$ cat src/hdl/ddc_pkg.sv
`default_nettype none
package ddc_pkg;
  // clock
  localparam int unsigned CLK_PERIOD_NS        = 4;
  // register port
  localparam int unsigned REG_ADDR_W           = 7;
  localparam int unsigned REG_DATA_W           = 32;
  localparam logic [6:0]  DRIVER_CONFIGURATION = 7'h05;
  localparam logic [31:0] CFG_RESET            = 32'h0000_0000;
  localparam logic [31:0] CFG_WRITE_MASK       = 32'h0077_0fff;
  // field positions
  localparam int unsigned AX1_IDLE_LSB         = 20;
  localparam int unsigned AX0_IDLE_LSB         = 16;
  localparam int unsigned AX1_HALT_SRC_BIT     = 11;
  localparam int unsigned AX1_HALT_EN_BIT      = 10;
  localparam int unsigned AX1_REFCUR_LSB       = 8;
  localparam int unsigned AX1_RANGE_LSB        = 6;
  localparam int unsigned AX0_HALT_SRC_BIT     = 5;
  localparam int unsigned AX0_HALT_EN_BIT      = 4;
  localparam int unsigned AX0_REFCUR_LSB       = 2;
  localparam int unsigned AX0_RANGE_LSB        = 0;
  localparam int unsigned IDLE_SEL_W           = 3;
  localparam int unsigned SCALE_W              = 2;
  // standstill timing: 2^(IDLE_LOG2_MAX - n) cycles
  localparam int unsigned IDLE_LOG2_MAX        = 20;
  localparam int unsigned IDLE_CNT_W           = 21;
  localparam int unsigned IDLE_SHIFT_W         = 5;
  // gain factor of each sense range, times 100
  localparam int unsigned GAIN_W               = 10;
  localparam logic [9:0]  GAIN_X100 [4]        = '{10'h0cd, 10'h198,
                                                   10'h25b, 10'h320};
endpackage : ddc_pkg
`default_nettype wire

$ cat src/hdl/ddc_axis_if.sv
`timescale 1ns/10ps
`default_nettype none
interface ddc_axis_if;
  import ddc_pkg::*;
  logic [IDLE_SEL_W-1:0] idle_delay_sel;
  logic                  step;
  logic                  idle;
  logic                  halt_enable;
  logic                  halt_source_sel;
  logic                  own_left;
  logic                  own_right;
  logic                  other_left;
  logic                  other_right;
  logic                  halt;

  modport timer (input idle_delay_sel, input step, output idle);
  modport halter (input halt_enable, input halt_source_sel,
                  input own_left, input own_right,
                  input other_left, input other_right, output halt);
  modport owner (output idle_delay_sel, output step,
                 output halt_enable, output halt_source_sel,
                 output own_left, output own_right,
                 output other_left, output other_right,
                 input idle, input halt);
endinterface : ddc_axis_if
`default_nettype wire

$ cat src/hdl/ddc_driver_config.sv
`timescale 1ns/10ps
`default_nettype none
module ddc_driver_config
  import ddc_pkg::*;
#(
  parameter int unsigned IDLE_MAX_LOG2 = IDLE_LOG2_MAX
) (
  // clock and reset
  input  wire logic                  clock,
  input  wire logic                  rst_b,
  // register port
  input  wire logic [REG_ADDR_W-1:0] reg_addr,
  input  wire logic                  reg_wr,
  input  wire logic [REG_DATA_W-1:0] reg_wdata,
  input  wire logic                  reg_rd,
  output logic      [REG_DATA_W-1:0] reg_rdata,
  output logic                       reg_rvalid,
  // step pulses
  input  wire logic                  axis0_step,
  input  wire logic                  axis1_step,
  // reference switches
  input  wire logic                  axis0_left_switch,
  input  wire logic                  axis0_right_switch,
  input  wire logic                  axis1_left_switch,
  input  wire logic                  axis1_right_switch,
  // standstill and driver disable
  output logic                       axis0_idle,
  output logic                       axis1_idle,
  output logic                       axis0_driver_halt,
  output logic                       axis1_driver_halt,
  // current scaling
  output logic      [SCALE_W-1:0]    axis0_refcurrent_scale,
  output logic      [SCALE_W-1:0]    axis1_refcurrent_scale,
  output logic      [SCALE_W-1:0]    axis0_sense_range,
  output logic      [SCALE_W-1:0]    axis1_sense_range,
  output logic      [SCALE_W-1:0]    axis0_overcurrent_sel,
  output logic      [SCALE_W-1:0]    axis1_overcurrent_sel,
  output logic      [GAIN_W-1:0]     axis0_range_gain_factor,
  output logic      [GAIN_W-1:0]     axis1_range_gain_factor
);
  logic                  rst_meta_b;
  logic                  rst_sync_b;
  logic [REG_DATA_W-1:0] driver_configuration;
  logic                  cfg_hit;
  logic [SCALE_W-1:0]    range0;
  logic [SCALE_W-1:0]    range1;

  ddc_axis_if ax0 ();
  ddc_axis_if ax1 ();

  // release of reset goes through two flops
  always_ff @(posedge clock or negedge rst_b) begin
    if (!rst_b) begin
      rst_meta_b <= 1'b0;
      rst_sync_b <= 1'b0;
    end else begin
      rst_meta_b <= 1'b1;
      rst_sync_b <= rst_meta_b;
    end
  end

  assign cfg_hit = (reg_addr == DRIVER_CONFIGURATION);

  always_ff @(posedge clock or negedge rst_sync_b) begin
    if (!rst_sync_b) begin
      driver_configuration <= CFG_RESET;
    end else if (reg_wr && cfg_hit) begin
      driver_configuration <= reg_wdata & CFG_WRITE_MASK;
    end
  end

  // read returns pre-write value when both strobes coincide
  always_ff @(posedge clock or negedge rst_sync_b) begin
    if (!rst_sync_b) begin
      reg_rdata  <= '0;
      reg_rvalid <= 1'b0;
    end else begin
      reg_rvalid <= reg_rd;
      if (reg_rd) begin
        reg_rdata <= cfg_hit ? driver_configuration : '0;
      end
    end
  end

  // per-axis wiring
  assign ax0.idle_delay_sel  =
    driver_configuration[AX0_IDLE_LSB +: IDLE_SEL_W];
  assign ax1.idle_delay_sel  =
    driver_configuration[AX1_IDLE_LSB +: IDLE_SEL_W];
  assign ax0.step            = axis0_step;
  assign ax1.step            = axis1_step;
  assign ax0.halt_enable     = driver_configuration[AX0_HALT_EN_BIT];
  assign ax1.halt_enable     = driver_configuration[AX1_HALT_EN_BIT];
  assign ax0.halt_source_sel = driver_configuration[AX0_HALT_SRC_BIT];
  assign ax1.halt_source_sel = driver_configuration[AX1_HALT_SRC_BIT];
  assign ax0.own_left        = axis0_left_switch;
  assign ax0.own_right       = axis0_right_switch;
  assign ax0.other_left      = axis1_left_switch;
  assign ax0.other_right     = axis1_right_switch;
  assign ax1.own_left        = axis1_left_switch;
  assign ax1.own_right       = axis1_right_switch;
  assign ax1.other_left      = axis0_left_switch;
  assign ax1.other_right     = axis0_right_switch;

  ddc_idle_timer #(.MAX_LOG2(IDLE_MAX_LOG2)) u_idle0 (
    .clock      (clock),
    .rst_sync_b (rst_sync_b),
    .ax         (ax0.timer)
  );
  ddc_idle_timer #(.MAX_LOG2(IDLE_MAX_LOG2)) u_idle1 (
    .clock      (clock),
    .rst_sync_b (rst_sync_b),
    .ax         (ax1.timer)
  );
  ddc_halt_logic u_halt0 (
    .clock      (clock),
    .rst_sync_b (rst_sync_b),
    .ax         (ax0.halter)
  );
  ddc_halt_logic u_halt1 (
    .clock      (clock),
    .rst_sync_b (rst_sync_b),
    .ax         (ax1.halter)
  );

  assign axis0_idle        = ax0.idle;
  assign axis1_idle        = ax1.idle;
  assign axis0_driver_halt = ax0.halt;
  assign axis1_driver_halt = ax1.halt;

  // scale codes straight from the register
  assign axis0_refcurrent_scale =
    driver_configuration[AX0_REFCUR_LSB +: SCALE_W];
  assign axis1_refcurrent_scale =
    driver_configuration[AX1_REFCUR_LSB +: SCALE_W];

  assign range0 = driver_configuration[AX0_RANGE_LSB +: SCALE_W];
  assign range1 = driver_configuration[AX1_RANGE_LSB +: SCALE_W];

  assign axis0_sense_range     = range0;
  assign axis1_sense_range     = range1;
  assign axis0_overcurrent_sel = range0;
  assign axis1_overcurrent_sel = range1;

  // gain lookup, one cycle behind the range
  always_ff @(posedge clock or negedge rst_sync_b) begin
    if (!rst_sync_b) begin
      axis0_range_gain_factor <= GAIN_X100[0];
      axis1_range_gain_factor <= GAIN_X100[0];
    end else begin
      axis0_range_gain_factor <= GAIN_X100[range0];
      axis1_range_gain_factor <= GAIN_X100[range1];
    end
  end
endmodule : ddc_driver_config
`default_nettype wire

$ cat src/hdl/ddc_idle_timer.sv
`timescale 1ns/10ps
`default_nettype none
module ddc_idle_timer
  import ddc_pkg::*;
#(
  parameter int unsigned MAX_LOG2 = IDLE_LOG2_MAX
) (
  // clock and reset
  input  wire logic  clock,
  input  wire logic  rst_sync_b,
  // axis signals
  ddc_axis_if.timer  ax
);
  logic [IDLE_CNT_W-1:0]   count;
  logic [IDLE_CNT_W-1:0]   next_count;
  logic [IDLE_CNT_W-1:0]   thr;
  logic [IDLE_SHIFT_W-1:0] shift;
  logic [IDLE_SHIFT_W-1:0] max_log2;

  // a shortened MAX_LOG2 below the field value clamps to one cycle
  always_comb begin
    max_log2 = IDLE_SHIFT_W'(MAX_LOG2);
    if (max_log2 >= IDLE_SHIFT_W'(ax.idle_delay_sel)) begin
      shift = max_log2 - IDLE_SHIFT_W'(ax.idle_delay_sel);
    end else begin
      shift = '0;
    end
    thr = IDLE_CNT_W'(1) << shift;
  end

  always_comb begin
    if (ax.step) begin
      next_count = '0;
    end else if (count < thr) begin
      next_count = count + IDLE_CNT_W'(1);
    end else begin
      next_count = count;
    end
  end

  always_ff @(posedge clock or negedge rst_sync_b) begin
    if (!rst_sync_b) begin
      count <= '0;
    end else begin
      count <= next_count;
    end
  end

  always_ff @(posedge clock or negedge rst_sync_b) begin
    if (!rst_sync_b) begin
      ax.idle <= 1'b0;
    end else begin
      ax.idle <= !ax.step && (next_count >= thr);
    end
  end
endmodule : ddc_idle_timer
`default_nettype wire

$ cat src/hdl/ddc_halt_logic.sv
`timescale 1ns/10ps
`default_nettype none
module ddc_halt_logic
  import ddc_pkg::*;
(
  // clock and reset
  input  wire logic  clock,
  input  wire logic  rst_sync_b,
  // axis signals
  ddc_axis_if.halter ax
);
  logic own_pair;
  logic other_pair;

  assign own_pair   = ax.own_left && ax.own_right;
  assign other_pair = ax.other_left && ax.other_right;

  always_ff @(posedge clock or negedge rst_sync_b) begin
    if (!rst_sync_b) begin
      ax.halt <= 1'b0;
    end else begin
      ax.halt <= ax.halt_enable &&
                 (own_pair || (ax.halt_source_sel && other_pair));
    end
  end
endmodule : ddc_halt_logic
`default_nettype wire

$ cat config.mk
export PLATFORM = sky130hd
export DESIGN_NAME = ddc_driver_config
export DESIGN_NICKNAME = d
export VERILOG_FILES = /design/src/hdl/ddc_pkg.sv /design/src/hdl/ddc_axis_if.sv /design/src/hdl/ddc_driver_config.sv /design/src/hdl/ddc_idle_timer.sv /design/src/hdl/ddc_halt_logic.sv
export SDC_FILE = /design/constraint.sdc
export NUM_CORES = 1
export LEC_CHECK = 0
export ABC_AREA = 1
export BUFFER_PORTS_ARGS = -buffer_cell sky130_fd_sc_hd__buf_2
export CAP_MARGIN = 0
export CORE_ASPECT_RATIO = 1.75
export CORE_UTILIZATION = 50
export CTS_CLUSTER_SIZE = 30
export DETAILED_ROUTE_END_ITERATION = 16
export PLACE_DENSITY = 0.79
export SYNTH_ARGS = -nofsm -noshare
export SYNTH_HDL_FRONTEND = slang
export SYNTH_HIERARCHICAL = 1
export SYNTH_SLANG_ARGS = --single-unit
$ cat constraint.sdc
create_clock -name clock -period 7 [get_ports clock]
set_input_delay 0.7 -clock clock [delete_from_list [all_inputs] [get_ports clock]]
set_output_delay 0.7 -clock clock [all_outputs]
set_load 0.02 [all_outputs]
# Word level (Yosys, flattened, before mapping)
# Index checks and enable logic that the tools add are counted.
[op_classes] n_mux=13 eq_ne=1 order_cmp=8 add_sub_neg=4 n_reduce_logical=13 bitwise=2 shift=2
[op_table] operator="21-bit two-way mux" n=4
[op_table] operator="21-bit by 1-bit adder with 21-bit output, second input constant" n=2
[op_table] operator="21-bit >= comparator" n=2
[op_table] operator="21-bit < comparator" n=2
[op_table] operator="1-bit by 5-bit left shift with 21-bit output, first input constant" n=2
[op_table] operator="10-bit binary-select mux with 2-bit select" n=2
[op_table] operator="10-bit two-way mux" n=4
[op_table] operator="23-bit two-way mux" n=1
[op_table] operator="5-bit by 3-bit >= comparator with 1-bit output, first input constant" n=2
[op_table] operator="5-bit two-way mux" n=2
[op_table] operator="5-bit by 3-bit subtractor with 5-bit output, first input constant" n=2
[op_table] operator="1-bit logical AND" n=9
[op_table] operator="7-bit by 3-bit == test with 1-bit output, second input constant" n=1
[op_table] operator="3-bit >= comparator, second input constant" n=2
[op_table] operator="2-bit NOT with 3-bit output" n=2
[op_table] operator="1-bit zero test" n=2
[op_table] operator="1-bit logical OR" n=2
[totals] reg_bits=119 output_inout_bits=69 inputBits=49

# Depth between registers and ports, before layout
[depth] depth_word=8 depth_mapped=29 mapped_depth_nobuf=28

# Cells and area by module
# Netlist, hierarchy kept.
[modules_own_cells] module="ddc_driver_config" n_inst=1 cells_each=238 area_each_um2=2444.8
[modules_own_cells] module="ddc_idle_timer at u_idle0" n_inst=1 cells_each=369 area_each_um2=2421.1
[modules_own_cells] module="ddc_idle_timer at u_idle1" n_inst=1 cells_each=378 area_each_um2=2413.6
[modules_own_cells] module="ddc_halt_logic" n_inst=2 cells_each=5 area_each_um2=46.3

# Worst setup path after synthesis
# OpenSTA, ideal clock, no wires.
[synth_timing] path_type="reg2reg" start="register driver_configuration[16]" end="register u_idle0.ax.idle" setup_slack_ns=3.395 setup_ns=0.080 arrival_ns=3.525 t_required_ns=6.920 synth_period_minus_slack_ns=3.605 path_stages_with_launch=25 cell_sequence="dfrtp_1 > nor2_4 > inv_1 > ha_1 > inv_1 > nor3_1 > nand3_1 > ha_1 > nand2_1 > nor2_1 > nand2_1 > nor2_8 > nand2_4 > nand2_4 > buf_6 > nand2_1 > nand2_1 > nor2_1 > ha_1 > nand2_1 > nor2_1 > nand2_1 > nor3_1 > nor2_1 > a21oi_1"
[synth_between] elab_chain_len=8
[synth_lines] item="start, declared" line_no="ddc_driver_config.sv:43" source="logic [REG_DATA_W-1:0] driver_configuration;"
[synth_lines] item="start signal, assigned" line_no="ddc_driver_config.sv:68" source="driver_configuration <= reg_wdata & CFG_WRITE_MASK;"
[synth_lines] item="5-bit by 3-bit subtractor with 5-bit output / 5-bit by 3-bit >= comparator with 1-bit output (equally long branches)" line_no="ddc_idle_timer.sv:24, ddc_idle_timer.sv:23"
[synth_lines] item="5-bit two-way mux (*)" line_no="ddc_idle_timer.sv:23" source="if (max_log2 >= IDLE_SHIFT_W'(ax.idle_delay_sel)) begin"
[synth_lines] item="1-bit by 5-bit left shift with 21-bit output (*)" line_no="ddc_idle_timer.sv:28" source="thr = IDLE_CNT_W'(1) << shift;"
[synth_lines] item="21-bit < comparator (*)" line_no="ddc_idle_timer.sv:34" source="end else if (count < thr) begin"
[synth_lines] item="21-bit two-way mux (*)" line_no="ddc_idle_timer.sv:34"
[synth_lines] item="21-bit two-way mux (*)" line_no="ddc_idle_timer.sv:32" source="if (ax.step) begin"
[synth_lines] item="via u_idle0.next_count[20]" line_no="ddc_idle_timer.sv:15" source="logic [IDLE_CNT_W-1:0] next_count;"
[synth_lines] item="21-bit >= comparator (*)" line_no="ddc_idle_timer.sv:53" source="ax.idle <= !ax.step && (next_count >= thr);"
[synth_lines] item="1-bit logical AND (*)" line_no="ddc_idle_timer.sv:53"
[synth_lines] item="end signal, assigned" line_no="ddc_idle_timer.sv:53"
[synth_lines] item="end, declared" line_no="ddc_axis_if.sv:16" source="modport timer (input idle_delay_sel, input step, output idle);"
# Mark *: on every way through the listed nets, which the timed path passes. The rest lies on a longest branch.
# A chain may end at the register's enable or synchronous reset.

# Worst setup path after layout
[layout_timing] start="register driver_configuration[20]" end="register u_idle1.ax.idle"
[layout_between] elab_chain_len=8
[layout_lines] item="5-bit by 3-bit subtractor with 5-bit output / 5-bit by 3-bit >= comparator with 1-bit output (equally long branches)" line_no="ddc_idle_timer.sv:24, ddc_idle_timer.sv:23"
[layout_lines] item="5-bit two-way mux (*)" line_no="ddc_idle_timer.sv:23"
[layout_lines] item="1-bit by 5-bit left shift with 21-bit output (*)" line_no="ddc_idle_timer.sv:28"
[layout_lines] item="21-bit < comparator (*)" line_no="ddc_idle_timer.sv:34"
[layout_lines] item="21-bit two-way mux (*)" line_no="ddc_idle_timer.sv:34"
[layout_lines] item="21-bit two-way mux (*)" line_no="ddc_idle_timer.sv:32"
[layout_lines] item="via u_idle1.next_count[4]" line_no="ddc_idle_timer.sv:15"
[layout_lines] item="21-bit >= comparator (*)" line_no="ddc_idle_timer.sv:53"
[layout_lines] item="1-bit logical AND (*)" line_no="ddc_idle_timer.sv:53"
[layout_lines] item="end signal, assigned" line_no="ddc_idle_timer.sv:53"
[layout_lines] item="end, declared" line_no="ddc_axis_if.sv:16"
# Marks and branches as above.

==> metrics.txt <==
row count 58; Post-synth top cells nand2_1 (333), nor2_1 (97), dfrtp_1 (95), nand3_1 (84), inv_1 (81); CP Launch Type register; Req. time, crit path 7.22 ns; Design Area, Final 8050 um2; Die Area 15,300 um2; Via density 5.26; DRT Pass-1 Iters 5; post-route ant nets 0; Crit Path Max Fanout 20; WP data arrival 4.90 ns; largest cells by area after synthesis dfrtp_1 (32%), nand2_1 (17%), ha_1 (12%); worst hold path type in2async; crit path kind reg2reg; pwr dens 259 nW/um2; Area Growth Syn to Fin 9.23%; Syn Inst Count 995; DR vias 6,568; WL per Instance 14.4 um; post-synthesis register bit count about 100; Final Hold Fails 0; Chip Height 163 um; Core Box Area 14,400 um2; final setup vio count 0; Final Cycle Share 0.669; mux contribution to synthesized area 0; status finished, final reports clean; Clock Skew 0.0234 ns; min cycle time layout 4.69 ns; cell area after synthesis 7370 um2; total of max-cap violations 0; hpwl dp 13.7 mm; H-tree levels 3; Leak between 4 and 5 nW; # hold bufs at CTS 0; area share of the leading cell type in the synthesized netlist 0.322; CP Capture Type register; Post-CTS Resized 0; Initial Util 0.513; Slew Limit Headroom 0.506; placed inst area approximately 7700 um2; post-synthesis compound-gate area fraction 0.0701; pin slew with the least headroom to its limit 0.741 ns; vias in the first global route 6,352; first-pass GRT wire length 29.4 mm; Yosys warning total 6; initial DRC count about 320; Syn Area/Cell 7.41 um2; Max rail drop VDD 0.000143 V; post-synthesis adder-cell area fraction 0.119; CTS clk-pin slew, worst paths about 0.080 ns; worst skew pair latency roughly 0.36 ns; antenna violations before repair 1; Num CTS Buffers 9; largest net degree at the start of global routing 63; number of synthesized flops with an enable pin 0; Nets ~1,200; clock tree root buffer cell clkbuf_16; slowest cell on the critical path dfrtp_1; Final TNS setup 0 ns; unrepaired setup endpoints after global routing no; Critical Path Max Stage Delay 0.46 ns; xor/xnor cell area share of the yosys netlist 0.0297; Top FF cell, synth dfrtp_1; cell mode on critical path nand2_1; DRC Markers 0; synthesized-area fraction occupied by and/or/nand/nor cells 0.335; final WL ~18 mm; most numerous cell in the Yosys netlist nand2_1; Yosys top cell by area dfrtp_1; CTS tree done; Num Clock Sinks 103; Max Buffers Root-to-Sink 2; grt ovf 0; Filler Cell Count around 1,300; pins over their slew limit 0; postcts setup bufs 0; GPL Wtd Cong 0.967; async set-or-reset flop fraction in the synthesized netlist 1.00; Total GRT Usage 0.248; Synth cell types 35; achievable clock frequency 0.213 GHz; share of layout cells above drive strength 1 0.159; Port Buffers 89; largest family of logic cells by synthesized area simple AND/OR/NAND/NOR gates; io pins 118; die width 93.8 um; sequential-to-total area share from yosys stat 0.351
[power by group]
part           internal, mW  switching (mW)  total, mW
Clock                 0.257           0.262      0.518
Sequential            0.652          0.0742      0.727
Combinational         0.270           0.570      0.841
[metrics by stage]
step                      setup slack, ns   util  power [mW]  hold WS (ns)  std cells
final                                2.31  0.560        2.09         0.120       1248
after global routing                 1.80  0.560        2.25         0.115       1248
after CTS                            2.31  0.560        2.09         0.111       1247
after detailed placement             2.34  0.539        1.57         0.339       1231
after global placement               2.41  0.539        1.56         0.343       1231
after floorplan                      3.40      -        1.43         0.331       1010
[registers in the layout (all words and copies together) (netlist names)]
signal / flops
u_idle0/count: 21
u_halt1/ax.halt: 1
axis0_range_gain_factor: 9
u_idle0/ax.idle: 1
reg_rvalid: 1
u_idle1/count: 21
u_halt0/ax.halt: 1
rst_sync_b: 1
rst_meta_b: 1
reg_rdata: 18
axis1_range_gain_factor: 9
driver_configuration: 18
u_idle1/ax.idle: 1
[final cells by class]
type	instances	area, um2	share of cell area
Multi-Input combinational cell	772	4150	0.515
Sequential cell	103	2590	0.322
Timing Repair Buffer	90	453	0.0562
Inverter	86	323	0.0401
Clock buffer	9	225	0.0280
Tap cell	180	225	0.0280
Clock inverter	7	82.6	0.0103
Antenna cell	1	2.50	0.000311
[cells in the final DEF, fill, tap and decap left out, types with 2 or more instances in the layout]
master     count
nand2_1      333
nor2_1        97
dfrtp_1       94
buf_2         89
nand3_1       84
inv_1         81
ha_1          70
a21oi_1       44
conb_1        19
xor2_1        19
o21ai_0       18
nor3_1        15
o21ai_2       10
clkbuf_16      9
nor2_2         8
dfstp_2        8
a21oi_2        8
nand4_1        8
nand2_2        7
nor2_4         7
xnor2_1        6
nand3_2        4
inv_2          4
inv_8          3
nand3b_1       3
or2_2          2
clkinv_8       2
nand2_4        2
o21ai_1        2
a21o_1         2
[layer usage]
layer	up-vias	GRT usage	routed length, um
li1	3272	-	-
met1	3045	0.247	6570
met2	182	0.466	9760
met3	69	0.0233	447
met4	0	0.175	1170
met5	-	0	0
[worst paths after layout]
check | startpoint | end | slack, ns | cells after the start
min reg2reg | rst_sync_b | u_idle0/ax.idle | 0.33 | 0
min in group clock | rst_meta_b | rst_sync_b | 0.36 | 0
max | driver_configuration[20] | u_idle1/ax.idle | 2.31 | 26
max reg2reg | driver_configuration[20] | u_idle1/ax.idle | 2.31 | 26
max in group asynchronous | rst_sync_b | reg_rdata[18] | 5.51 | 1
min | rst_b | rst_sync_b | 0.12 | 1
[kinds of logic after synthesis]
family	Yosys count
buffers and inverters	135
other	4
adder cells (fa/ha/maj)	70
AO/OA/AOI/OAI	86
flip-flops	103
XOR/XNOR	25
AND/OR/NAND/NOR	572
[worst max-delay path, delay by kind of cell (launching register included)]
family	cells	cell delay, ns
buffers and inverters	4	0.38
and+or+nand+nor	17	2.43
adders and majority gates	3	1.00
DFF	1	0.46
AOI/OAI and AO/OA	2	0.26
Note: power is estimated with default switching activity, not from simulation.
